[src/include/dimap_pkg.sv]
// Constants, types and carriers for the digital input function mapper.
// Assumes a single 25 MHz system clock and a plain register port.
//
// Contract
// - Eight inputs, each mapped by its own parameter
// - Servo-on code 01h enables power stage
// - Servo-on ignored while any error present
// - Code 02h resets faults; cause removed first
// - Code 03h raises gain per gain parameter
// - Code 04h clears deviation per clear parameter
// - Deviation clear only in linear control 4001h
// - Code 05h stops slow motor in velocity
// - Zero clamp behaviour from extended bit 10
// - Torque modes coast on power stage disable
// - Code 2Ch picks low or high pulses
// - Code 46h stops motor, sequence mode only
// - Code 42h runs sequence from first set
// - Servo-on or fault-reset rise clears error
// - Exclusive access keeps safety inputs, drops pulses
package dimap_pkg;

   // ----------------------------------------------------------------
   // Widths
   // ----------------------------------------------------------------
   localparam int NUM_INPUTS = 8;        // Digital inputs
   localparam int ADDR_W     = 5;        // Register address width
   localparam int DATA_W     = 16;       // Register data width
   localparam int CODE_W     = 8;        // Function code width
   localparam int MODE_W     = 4;        // Operating mode code width
   localparam int NUM_FUNCS  = 13;       // Decoded functions

   // ----------------------------------------------------------------
   // Function codes
   // ----------------------------------------------------------------
   localparam logic [CODE_W-1:0] FC_SERVO_ON  = 8'h01;
   localparam logic [CODE_W-1:0] FC_FAULT_RST = 8'h02;
   localparam logic [CODE_W-1:0] FC_GAIN      = 8'h03;
   localparam logic [CODE_W-1:0] FC_DEV_CLR   = 8'h04;
   localparam logic [CODE_W-1:0] FC_ZERO_CLAMP_IN    = 8'h05;
   localparam logic [CODE_W-1:0] FC_HALT      = 8'h07;
   localparam logic [CODE_W-1:0] FC_STOP_DIS  = 8'h21;
   localparam logic [CODE_W-1:0] FC_NEG_LIM   = 8'h22;
   localparam logic [CODE_W-1:0] FC_POS_LIM   = 8'h23;
   localparam logic [CODE_W-1:0] FC_PULSE_TYP = 8'h2c;
   localparam logic [CODE_W-1:0] FC_AUTO_SEQ  = 8'h42;
   localparam logic [CODE_W-1:0] FC_INHIBIT   = 8'h45;
   localparam logic [CODE_W-1:0] FC_SEQ_STOP  = 8'h46;

   // Function indices into the decoded vector
   localparam int FN_SON = 0;
   localparam int FN_FR  = 1;
   localparam int FN_GN  = 2;
   localparam int FN_DC  = 3;
   localparam int FN_ZC  = 4;
   localparam int FN_HLT = 5;
   localparam int FN_OPS = 6;
   localparam int FN_NL  = 7;
   localparam int FN_PL  = 8;
   localparam int FN_PT  = 9;
   localparam int FN_AR  = 10;
   localparam int FN_IH  = 11;
   localparam int FN_SP  = 12;

   // Code table, entry k belongs to index k
   localparam logic [NUM_FUNCS-1:0][CODE_W-1:0] FUNC_CODES = {
      FC_SEQ_STOP, FC_INHIBIT, FC_AUTO_SEQ, FC_PULSE_TYP, FC_POS_LIM,
      FC_NEG_LIM, FC_STOP_DIS, FC_HALT, FC_ZERO_CLAMP_IN, FC_DEV_CLR, FC_GAIN,
      FC_FAULT_RST, FC_SERVO_ON};

   // Functions still honoured under exclusive access
   localparam logic [NUM_FUNCS-1:0] EXCL_KEEP = 13'h01a3;

   // ----------------------------------------------------------------
   // Operating modes and control values
   // ----------------------------------------------------------------
   localparam logic [MODE_W-1:0] MODE_PT  = 4'h0;
   localparam logic [MODE_W-1:0] MODE_PS  = 4'h1;
   localparam logic [MODE_W-1:0] MODE_V   = 4'h2;
   localparam logic [MODE_W-1:0] MODE_T   = 4'h3;
   localparam logic [MODE_W-1:0] MODE_VZ  = 4'h4;
   localparam logic [MODE_W-1:0] MODE_TZ  = 4'h5;
   localparam logic [MODE_W-1:0] MODE_PTV = 4'h6;
   localparam logic [MODE_W-1:0] MODE_PTT = 4'h7;
   localparam logic [MODE_W-1:0] MODE_PSV = 4'h8;
   localparam logic [MODE_W-1:0] MODE_PST = 4'h9;
   localparam logic [MODE_W-1:0] MODE_VT  = 4'ha;

   localparam logic [DATA_W-1:0] LINEAR_CTRL  = 16'h4001;
   localparam int                ZC_BEH_BIT   = 10;
   localparam int                DC_EDGE_BIT  = 0;
   localparam int                EXCL_BIT     = 0;

   // ----------------------------------------------------------------
   // Register offsets
   // ----------------------------------------------------------------
   localparam logic [ADDR_W-1:0] OFS_MAP0   = 5'h00;
   localparam logic [ADDR_W-1:0] OFS_GAIN   = 5'h08;
   localparam logic [ADDR_W-1:0] OFS_DCLR   = 5'h09;
   localparam logic [ADDR_W-1:0] OFS_CMODE  = 5'h0a;
   localparam logic [ADDR_W-1:0] OFS_ZCSPD  = 5'h0b;
   localparam logic [ADDR_W-1:0] OFS_EXTF   = 5'h0c;
   localparam logic [ADDR_W-1:0] OFS_OPMODE = 5'h0d;
   localparam logic [ADDR_W-1:0] OFS_ACCESS = 5'h0e;
   localparam logic [ADDR_W-1:0] OFS_STATUS = 5'h10;
   localparam logic [ADDR_W-1:0] OFS_FUNCS  = 5'h11;

   // Reset values
   localparam logic [CODE_W-1:0] RST_MAP    = 8'h00;
   localparam logic [DATA_W-1:0] RST_GAIN   = 16'h0000;
   localparam logic [DATA_W-1:0] RST_DCLR   = 16'h0000;
   localparam logic [DATA_W-1:0] RST_CMODE  = 16'h4001;
   localparam logic [DATA_W-1:0] RST_ZCSPD  = 16'h000a;
   localparam logic [DATA_W-1:0] RST_EXTF   = 16'h0000;
   localparam logic [MODE_W-1:0] RST_OPMODE = 4'h0;

   // ----------------------------------------------------------------
   // Types
   // ----------------------------------------------------------------
   typedef enum logic [2:0] {
      ST_DISABLED = 3'b001,              // Power stage off
      ST_ENABLED  = 3'b010,              // Operation enabled
      ST_STOPPING = 3'b100               // Decelerating before off
   } drive_state_t;

   typedef struct packed {
      logic [ADDR_W-1:0] addr;           // Register index
      logic [DATA_W-1:0] wdata;          // Write data
      logic              wr;             // Write strobe
      logic              rd;             // Read strobe
   } bus_req_t;

   typedef struct packed {
      logic power_enable;                // Power stage on
      logic operation_enabled;           // Operation enabled state
      logic decel_request;               // Ramp down before off
      logic fault_reset;                 // Fault reset pulse
      logic error_reset;                 // Error message reset pulse
      logic gain_raise;                  // Raised gain in force
      logic deviation_clear;             // Clear position deviation
      logic zero_clamp_stop;             // Hold motor at standstill
      logic zero_clamp_ref_zero;         // Force speed reference zero
      logic pulse_type_high;             // High-speed pulse inputs
      logic pulse_inputs_enable;         // Pulse inputs accepted
      logic seq_stop;                    // Stop in sequence mode
      logic auto_run;                    // Automatic sequence runs
      logic auto_first_set;              // Restart at first set pulse
      logic halt;                        // Halt function
      logic neg_limit;                   // Negative limit switch
      logic pos_limit;                   // Positive limit switch
   } drive_out_t;

endpackage : dimap_pkg

[src/rtl/digital_input_function_mapper.sv]
// Maps eight digital input pins onto coded drive functions.
// Assumes error, standstill and speed come from sys_clk logic;
// pins are asynchronous and are synchronised here.
//
// The register offsets and the plain strobed port were decided locally.
`timescale 1ns/1ps

module digital_input_function_mapper
#(
   parameter int NIN = dimap_pkg::NUM_INPUTS   // Input count
)
(
   input  wire logic                        sys_clk,
   input  wire logic                        reset,
   input  wire logic                        ce,
   input  wire logic [NIN-1:0]              digital_input_pins,
   input  wire dimap_pkg::bus_req_t         bus_req,
   output logic      [dimap_pkg::DATA_W-1:0] rd_data,
   input  wire logic                        error_present,
   input  wire logic                        motor_standstill,
   input  wire logic [dimap_pkg::DATA_W-1:0] motor_speed,
   output dimap_pkg::drive_out_t            drive_out
);
   import dimap_pkg::*;

   // ----------------------------------------------------------------
   // State
   // ----------------------------------------------------------------
   typedef struct packed {
      logic [NIN-1:0][CODE_W-1:0] map;      // Function code per input
      logic [DATA_W-1:0]          gain;     // Gain switching setting
      logic [DATA_W-1:0]          dclr;     // Deviation clear setting
      logic [DATA_W-1:0]          cmode;    // Control mode setting
      logic [DATA_W-1:0]          zcspd;    // Zero clamp threshold
      logic [DATA_W-1:0]          extf;     // Extended functions
      logic [MODE_W-1:0]          opmode;   // Operating mode
      logic                       excl;     // Exclusive access active
      logic [NUM_FUNCS-1:0]       prev;     // Last effective functions
      drive_state_t               dstate;   // Power stage sequence
      drive_out_t                 out;      // Registered outputs
      logic [DATA_W-1:0]          rdata;    // Read return
   } state_t;

   state_t s_reg;                          // Current state
   state_t s_next;                         // Next state

   logic [NIN-1:0]       din;              // Synchronised inputs
   logic [NUM_FUNCS-1:0] func_raw;         // Decoded functions
   logic [NUM_FUNCS-1:0] eff;              // After access gating
   logic [NUM_FUNCS-1:0] rise;             // Rising edges
   logic [NUM_FUNCS-1:0] fall;             // Falling edges
   logic                 torque_mode;      // Mode contains torque
   logic                 vel_mode;         // Plain velocity mode
   logic                 pt_mode;          // Pulse train in use
   logic                 ps_mode;          // Plain position sequence mode
   logic                 want_on;          // Servo-on may enable
   logic                 want_off;         // Disable request

   // ----------------------------------------------------------------
   // Pin synchroniser
   // ----------------------------------------------------------------
   input_sync #(.WIDTH(NIN)) u_sync
   (
      .sys_clk  (sys_clk),
      .reset    (reset),
      .ce       (ce),
      .pin_in   (digital_input_pins),
      .sync_out (din)
   );

   // ----------------------------------------------------------------
   // Function decode
   // ----------------------------------------------------------------
   // Each function is the OR of all inputs carrying its code
   genvar k, i;
   generate
      for (k = 0; k < NUM_FUNCS; k++)
      begin : g_func
         logic [NIN-1:0] hit;            // Inputs carrying this code
         for (i = 0; i < NIN; i++)
         begin : g_in
            assign hit[i] = din[i] && (s_reg.map[i] == FUNC_CODES[k]);
         end
         assign func_raw[k] = |hit;
      end
   endgenerate

   // ----------------------------------------------------------------
   // Mode classes and edges
   // ----------------------------------------------------------------
   // Exclusive access drops all but servo-on, fault reset, halt and both limit switches
   always_comb
   begin
      eff  = s_reg.excl ? (func_raw & EXCL_KEEP) : func_raw;
      rise = eff & ~s_reg.prev;
      fall = ~eff & s_reg.prev;
      torque_mode = (s_reg.opmode == MODE_T)   || (s_reg.opmode == MODE_TZ)  ||
                    (s_reg.opmode == MODE_PTT) || (s_reg.opmode == MODE_PST) ||
                    (s_reg.opmode == MODE_VT);
      vel_mode = (s_reg.opmode == MODE_V);
      pt_mode  = (s_reg.opmode == MODE_PT)  || (s_reg.opmode == MODE_PTV) ||
                 (s_reg.opmode == MODE_PTT);
      ps_mode  = (s_reg.opmode == MODE_PS);
      // Enable only with no error and not under exclusive access
      want_on  = eff[FN_SON] && !error_present && !eff[FN_OPS] &&
                 !s_reg.excl;
      // Off on falling servo-on, stop input or error
      want_off = !eff[FN_SON] || fall[FN_SON] || eff[FN_OPS] ||
                 error_present;
   end

   // ----------------------------------------------------------------
   // Next state
   // ----------------------------------------------------------------
   always_comb
   begin
      s_next      = s_reg;
      s_next.prev = eff;

      // Register writes
      if (bus_req.wr)
      begin
         if (bus_req.addr < OFS_GAIN)
         begin
            // Map entry per input
            s_next.map[bus_req.addr[2:0]] = bus_req.wdata[CODE_W-1:0];
         end
         else
         begin
            unique case (bus_req.addr)
               OFS_GAIN:   s_next.gain   = bus_req.wdata;
               OFS_DCLR:   s_next.dclr   = bus_req.wdata;
               OFS_CMODE:  s_next.cmode  = bus_req.wdata;
               OFS_ZCSPD:  s_next.zcspd  = bus_req.wdata;
               OFS_EXTF:   s_next.extf   = bus_req.wdata;
               OFS_OPMODE: s_next.opmode = bus_req.wdata[MODE_W-1:0];
               OFS_ACCESS: s_next.excl   = bus_req.wdata[EXCL_BIT];
               default:    ;            // Unmapped writes ignored
            endcase
         end
      end

      // Register reads, unmapped return zero
      s_next.rdata = '0;
      if (bus_req.rd)
      begin
         if (bus_req.addr < OFS_GAIN)
         begin
            s_next.rdata[CODE_W-1:0] = s_reg.map[bus_req.addr[2:0]];
         end
         else
         begin
            unique case (bus_req.addr)
               OFS_GAIN:   s_next.rdata = s_reg.gain;
               OFS_DCLR:   s_next.rdata = s_reg.dclr;
               OFS_CMODE:  s_next.rdata = s_reg.cmode;
               OFS_ZCSPD:  s_next.rdata = s_reg.zcspd;
               OFS_EXTF:   s_next.rdata = s_reg.extf;
               OFS_OPMODE: s_next.rdata[MODE_W-1:0] = s_reg.opmode;
               OFS_ACCESS: s_next.rdata[EXCL_BIT] = s_reg.excl;
               OFS_STATUS: s_next.rdata = {4'h0, error_present,
                                           s_reg.dstate, din};
               OFS_FUNCS:  s_next.rdata = {3'h0, s_reg.prev};
               default:    s_next.rdata = '0;
            endcase
         end
      end

      // Power stage sequence
      unique case (s_reg.dstate)
         ST_DISABLED:
         begin
            if (want_on)
               s_next.dstate = ST_ENABLED;
         end
         ST_ENABLED:
         begin
            // Torque modes coast, others ramp first
            if (want_off)
               s_next.dstate = torque_mode ? ST_DISABLED : ST_STOPPING;
         end
         ST_STOPPING:
         begin
            if (motor_standstill)
               s_next.dstate = ST_DISABLED;
         end
         default:
            s_next.dstate = ST_DISABLED;
      endcase

      // Outputs
      s_next.out.power_enable      = (s_next.dstate != ST_DISABLED);
      s_next.out.operation_enabled = (s_next.dstate == ST_ENABLED);
      s_next.out.decel_request     = (s_next.dstate == ST_STOPPING);
      // Fault reset on its rising edge
      s_next.out.fault_reset = rise[FN_FR];
      // Error message cleared by either rising edge
      s_next.out.error_reset = rise[FN_FR] || rise[FN_SON];
      // Gain raise only when switching is configured
      s_next.out.gain_raise  = eff[FN_GN] && (s_reg.gain != '0);
      // Level or edge clear, linear control only
      s_next.out.deviation_clear = (s_reg.cmode == LINEAR_CTRL) &&
         (s_reg.dclr[DC_EDGE_BIT] ? rise[FN_DC] : eff[FN_DC]);
      // Zero clamp in velocity mode; stop below threshold, reference zero per extended bit
      s_next.out.zero_clamp_stop = vel_mode && eff[FN_ZC] &&
         (motor_speed < s_reg.zcspd);
      s_next.out.zero_clamp_ref_zero = vel_mode && eff[FN_ZC] &&
         s_reg.extf[ZC_BEH_BIT];
      // Pulse type applies to pulse train modes
      s_next.out.pulse_type_high = pt_mode && eff[FN_PT];
      // Pulse inputs off under exclusive access or inhibit
      s_next.out.pulse_inputs_enable = !s_reg.excl && !eff[FN_IH];
      // Stop only honoured in sequence mode
      s_next.out.seq_stop = ps_mode && eff[FN_SP];
      // Automatic sequence, restart from first set on rise
      s_next.out.auto_run       = eff[FN_AR];
      s_next.out.auto_first_set = rise[FN_AR];
      // Safety functions stay live under exclusive access
      s_next.out.halt      = eff[FN_HLT];
      s_next.out.neg_limit = eff[FN_NL];
      s_next.out.pos_limit = eff[FN_PL];
   end

   // ----------------------------------------------------------------
   // State register
   // ----------------------------------------------------------------
   always_ff @(posedge sys_clk or posedge reset)
   begin
      if (reset)
      begin
         s_reg.map    <= {NIN{RST_MAP}};
         s_reg.gain   <= RST_GAIN;
         s_reg.dclr   <= RST_DCLR;
         s_reg.cmode  <= RST_CMODE;
         s_reg.zcspd  <= RST_ZCSPD;
         s_reg.extf   <= RST_EXTF;
         s_reg.opmode <= RST_OPMODE;
         s_reg.excl   <= 1'b0;
         s_reg.prev   <= '0;
         s_reg.dstate <= ST_DISABLED;
         s_reg.out    <= '0;
         s_reg.rdata  <= '0;
      end
      else if (ce)
      begin
         s_reg <= s_next;
      end
   end

   // ----------------------------------------------------------------
   // Ports from state
   // ----------------------------------------------------------------
   assign rd_data   = s_reg.rdata;
   assign drive_out = s_reg.out;

endmodule : digital_input_function_mapper

[src/rtl/input_sync.sv]
// Two-stage synchroniser for the digital input pins.
// Assumes pins are asynchronous to sys_clk; ce freezes both stages.
`timescale 1ns/1ps

module input_sync
#(
   parameter int WIDTH = 8               // Number of pins
)
(
   input  wire logic             sys_clk,
   input  wire logic             reset,
   input  wire logic             ce,
   input  wire logic [WIDTH-1:0] pin_in,
   output logic      [WIDTH-1:0] sync_out
);

   // ----------------------------------------------------------------
   // Per-pin flop pair
   // ----------------------------------------------------------------
   genvar b;
   generate
      for (b = 0; b < WIDTH; b++)
      begin : g_bit
         logic meta_reg;                 // First stage, read by second only

         // Capture then resample
         always_ff @(posedge sys_clk or posedge reset)
         begin
            if (reset)
            begin
               meta_reg    <= 1'b0;
               sync_out[b] <= 1'b0;
            end
            else if (ce)
            begin
               meta_reg    <= pin_in[b];
               sync_out[b] <= meta_reg;
            end
         end
      end
   endgenerate

endmodule : input_sync

[config.mk]
export PLATFORM = sky130hd
export DESIGN_NAME = digital_input_function_mapper
export DESIGN_NICKNAME = d
export VERILOG_FILES = /design/src/include/dimap_pkg.sv /design/src/rtl/digital_input_function_mapper.sv /design/src/rtl/input_sync.sv
export SDC_FILE = /design/constraint.sdc
export NUM_CORES = 1
export LEC_CHECK = 0
export BUFFER_PORTS_ARGS = -buffer_cell sky130_fd_sc_hd__buf_2
export CORE_ASPECT_RATIO = 0.6
export CORE_MARGIN = 8
export CORE_UTILIZATION = 38
export CTS_BUF_LIST = sky130_fd_sc_hd__clkbuf_4 sky130_fd_sc_hd__clkbuf_8 sky130_fd_sc_hd__clkbuf_16
export DETAILED_ROUTE_END_ITERATION = 16
export SLEW_MARGIN = 30
export SYNTH_ARGS = -nofsm -noshare
export SYNTH_HDL_FRONTEND = slang
export SYNTH_SLANG_ARGS = --single-unit
export TNS_END_PERCENT = 20
[constraint.sdc]
create_clock -name sys_clk -period 15.6 [get_ports sys_clk]
set_input_delay 1.56 -clock sys_clk [delete_from_list [all_inputs] [get_ports sys_clk]]
set_output_delay 1.56 -clock sys_clk [all_outputs]
set_load 0.1 [all_outputs]
==> results.py <==
metrics = {
    "critical_path": {
        "rrSetupSlack_ps": 12720,
        "critPathLaunch": "bus_req[18]",
        "r2r_start": "u_sync.sync_out[7]$_DFFE_PP0P_",
        "cp-start-kind": "input pin",
        "crit_arrival_ps": 4070,
        "ff2ff_path_depth": 5,
        "r2r-end": "drive_out[12]$_DFFE_PP0P_",
        "critical_path_class": "input pin to flop",
        "worstPathRequired_ps": 16020,
        "cp-end-kind": "flop",
        "path_max_fanout": 48,
    },
    "die": {
        "io_pins": 85,
        "die_w_microns": 241,
        "dieArea_sq_um": 36500,
        "placementRows": 49,
        "die_h_microns": 151,
        "design.core.area_sq_um": 30000,
        "start_util_pct": 38.6,
    },
    "clock_tree": {
        "htree_levels": 1,
        "hold_buffers": 0,
        "clockBufferDepth": 3,
        "cts_root_buf": "clkbuf_16",
        "tritoncts": "built",
        "worstSkewPairLatency_ps": 540,
        "path_clk_slew_ps": 60,
        "cts_setup_buffers": 0,
        "cts-buffers-inserted": 22,
        "clock-sinks": 210,
        "postCtsResizedCells": 0,
    },
    "sta": {
        "finalMaxSlewViolations": 0,
        "hold_viol_final": 0,
        "rsz0062_at_grt": "no",
        "fmax_ghz": 0.274,
        "setup_tns_ps": 0,
        "slew_headroom_pct": 27.6,
        "tightest_slew_ps": 1080,
        "hold-worst-slack_ps": 475,
        "finalCriticalPeriod_ps": 3660,
        "period_share_pct": 23.4,
        "setup_violations": 0,
        "clock_skew_ps": 39.4,
    },
    "global_routing": {
        "antenna_found_initial": 2,
        "use_met3_pct": 10.4,
        "met1_usage_pct": 35.2,
        "track_usage_pct": 22.3,
        "grt_pass1_vias": 8493,
        "gr-max-usage-layer": "met1",
        "use_met2_pct": 26.8,
        "grt_max_degree": 79,
        "overflow": 0,
        "grt_first_pass_wirelength_mm": 59.6,
    },
    "finish": {
        "regArea_sq_um": 5260,
        "final_cells": 1459,
        "n_fill_cell": 2780,
        "fin_util_pct": 43.0,
        "largest_reg_flops": 165,
        "finalNetCount": 1103,
        "area_delta_synth_final_pct": 11.4,
        "drive_gt1_share_pct": 34.7,
        "multi_input_area_sq_um": 5740,
    },
    "routing": {
        "post-route-drc-count": 0,
        "routed_wl_mm": 41.0,
        "routedWlPerCell_microns": 28.1,
        "routed_via_density": 6.20,
        "drt_iter0_drc": 1159,
        "ant_nets": 0,
        "drt_pass1_iterations": 5,
        "vias": 9039,
    },
    "synth": {
        "synth-edff-count": 0,
        "post_synth_num_cell_types": 77,
        "synth_ff_type": "dfrtp_1",
        "synthCells": 1003,
        "async_reset_ff_share_pct": 100,
        "yosysWarningCount": 0,
        "ys_ff_latch": 210,
        "avgSynthCellArea_sq_um": 11.5,
        "synth_area_sq_um": 11600,
        "synth_fp_nets": 1070,
        "yosysSeqAreaShare_pct": 45.5,
    },
    "power": {
        "ir_worst_vdd_mv": 0.0718,
        "p_leak_nw": 5.59,
        "powerDensity_nw_per_um2": 123,
        "power.total_w": 0.00158,
    },
    "place": {
        "globalplace.congestion": 0.994,
        "numPortBuffers": 84,
        "numPlacedInstances": 1419,
        "hpwl_mm": 31.0,
    },
    "hold_path": {
        "hold_depth": 1,
        "hold_class": "flop to flop",
        "holdCritStartpoint": "rd_data[3]$_DFFE_PP0P_",
        "hold_path_end": "rd_data[3]$_DFFE_PP0P_",
    },
    "run": {
        "drv_cap": 0,
    },
    "run_status": {
        "status": "finished, final reports clean",
    },
}
[cells in the mapped netlist (all sizes together) (3+ instances only)]
cell | number | share of area, %
nor4b | 10 | 0.76
nor2b | 16 | 0.87
nand2b | 16 | 0.87
or3 | 6 | 0.41
mux2 | 173 | 17
inv | 34 | 1.1
nand2 | 44 | 1.5
or2 | 5 | 0.27
nand3b | 5 | 0.32
dfstp | 5 | 1.1
o41ai | 6 | 0.45
nor3b | 10 | 0.65
a221oi | 5 | 0.38
o2bb2ai | 16 | 1.2
buf | 59 | 3.3
o22ai | 16 | 0.97
a222oi | 4 | 0.35
o221ai | 3 | 0.23
nand3 | 34 | 1.6
or4b | 12 | 1.0
a21o | 10 | 0.65
or4 | 6 | 0.42
a221o | 3 | 0.26
o21ai | 23 | 1.0
nand4 | 21 | 1.1
o31ai | 4 | 0.26
and3b | 6 | 0.45
mux2i | 17 | 1.5
clkbuf | 23 | 0.75
nor4 | 27 | 1.6
a21oi | 19 | 0.82
mux4 | 18 | 3.5
ha | 15 | 1.6
dfrtp | 205 | 44
a22o | 5 | 0.38
and3 | 5 | 0.27
nor2 | 33 | 1.3
and2 | 8 | 0.43
a31oi | 10 | 0.59
o32ai | 11 | 0.90
a211oi | 7 | 0.45
nor3 | 17 | 0.88
a22oi | 13 | 0.84
[cell families (layout without fill, tap and decap cells)]
logic type | after synthesis | after routing | synth area share [%]
AO/OA/AOI/OAI | 169 | 169 | 10.8
multiplexers | 208 | 208 | 21.8
XOR/XNOR | 1 | 1 | 0.0757
buffers and inverters | 116 | 163 | 5.18
other | 0 | 1 | 0
AND/OR/NAND/NOR | 284 | 284 | 15.0
adder cells (fa/ha/maj) | 15 | 15 | 1.62
flip-flops | 210 | 210 | 45.5
[critical path, stage by stage]
cell,delay (ps)
buf_2,100
buf_4,340
nor2_1,350
and2_1,560
and3_1,740
mux2_2,410
[final cells by class]
cell class              count  share of cell area [%]
diodes                      1                  0.0194
multi-input cells         677                    44.5
flip-flops and latches    210                    40.8
clock buffers              28                    4.82
repair buffers             91                    3.85
inverters                  34                    1.05
clock inverters            10                   0.942
well taps                 408                    3.96
[worst max path at each step]
stage / endpoint / slack, ps
detailed placement: s_reg[62]$_DFFE_PP0P_ / 11400
finish: s_reg[62]$_DFFE_PP0P_ / 11940
global placement: s_reg[69]$_DFFE_PP0P_ / 11480
floorplan: drive_out[10]$_DFFE_PP0P_ / 8310
CTS: s_reg[59]$_DFFE_PP0P_ / 11970
global route: s_reg[59]$_DFFE_PP0P_ / 11790
[power by group]
part	leakage (nW)	switching, W	internal, W
registers	2.76	0.0000943	0.000613
clock network	0.374	0.000230	0.000316
logic	2.46	0.000204	0.000125
[per-stage QoR]
stage / cell area, sq um / setup WS, ps
6_report: 12900 / 11940
4_1_cts: 12800 / 11970
2_1_floorplan: 11600 / 8310
3_5_place_dp: 12100 / 11400
5_1_grt: 12900 / 11790
3_3_place_gp: 12100 / 11480
[placed cells by master (no fill, tap or decap), types with 16 or more instances in the layout]
cell	instances
inv_1	33
clkbuf_16	22
o21ai_0	22
nor4_1	25
dfrtp_1	205
buf_2	84
a21oi_1	19
o2bb2ai_1	16
mux4_2	18
nor2b_1	16
mux2i_1	17
nand3_1	32
nand4_1	21
mux2_2	172
nor2_1	27
nand2_1	41
nand2b_1	16
[metal layers]
metal / part of all wire (%) / up-vias / wire (microns)
li1: - / 3872 / -
met1: 48 / 4641 / 19800
met2: 37 / 486 / 15100
met3: 14 / 40 / 5670
met4: 1.1 / 0 / 454
met5: 0 / - / 0
(Power assumes the default switching activity.)
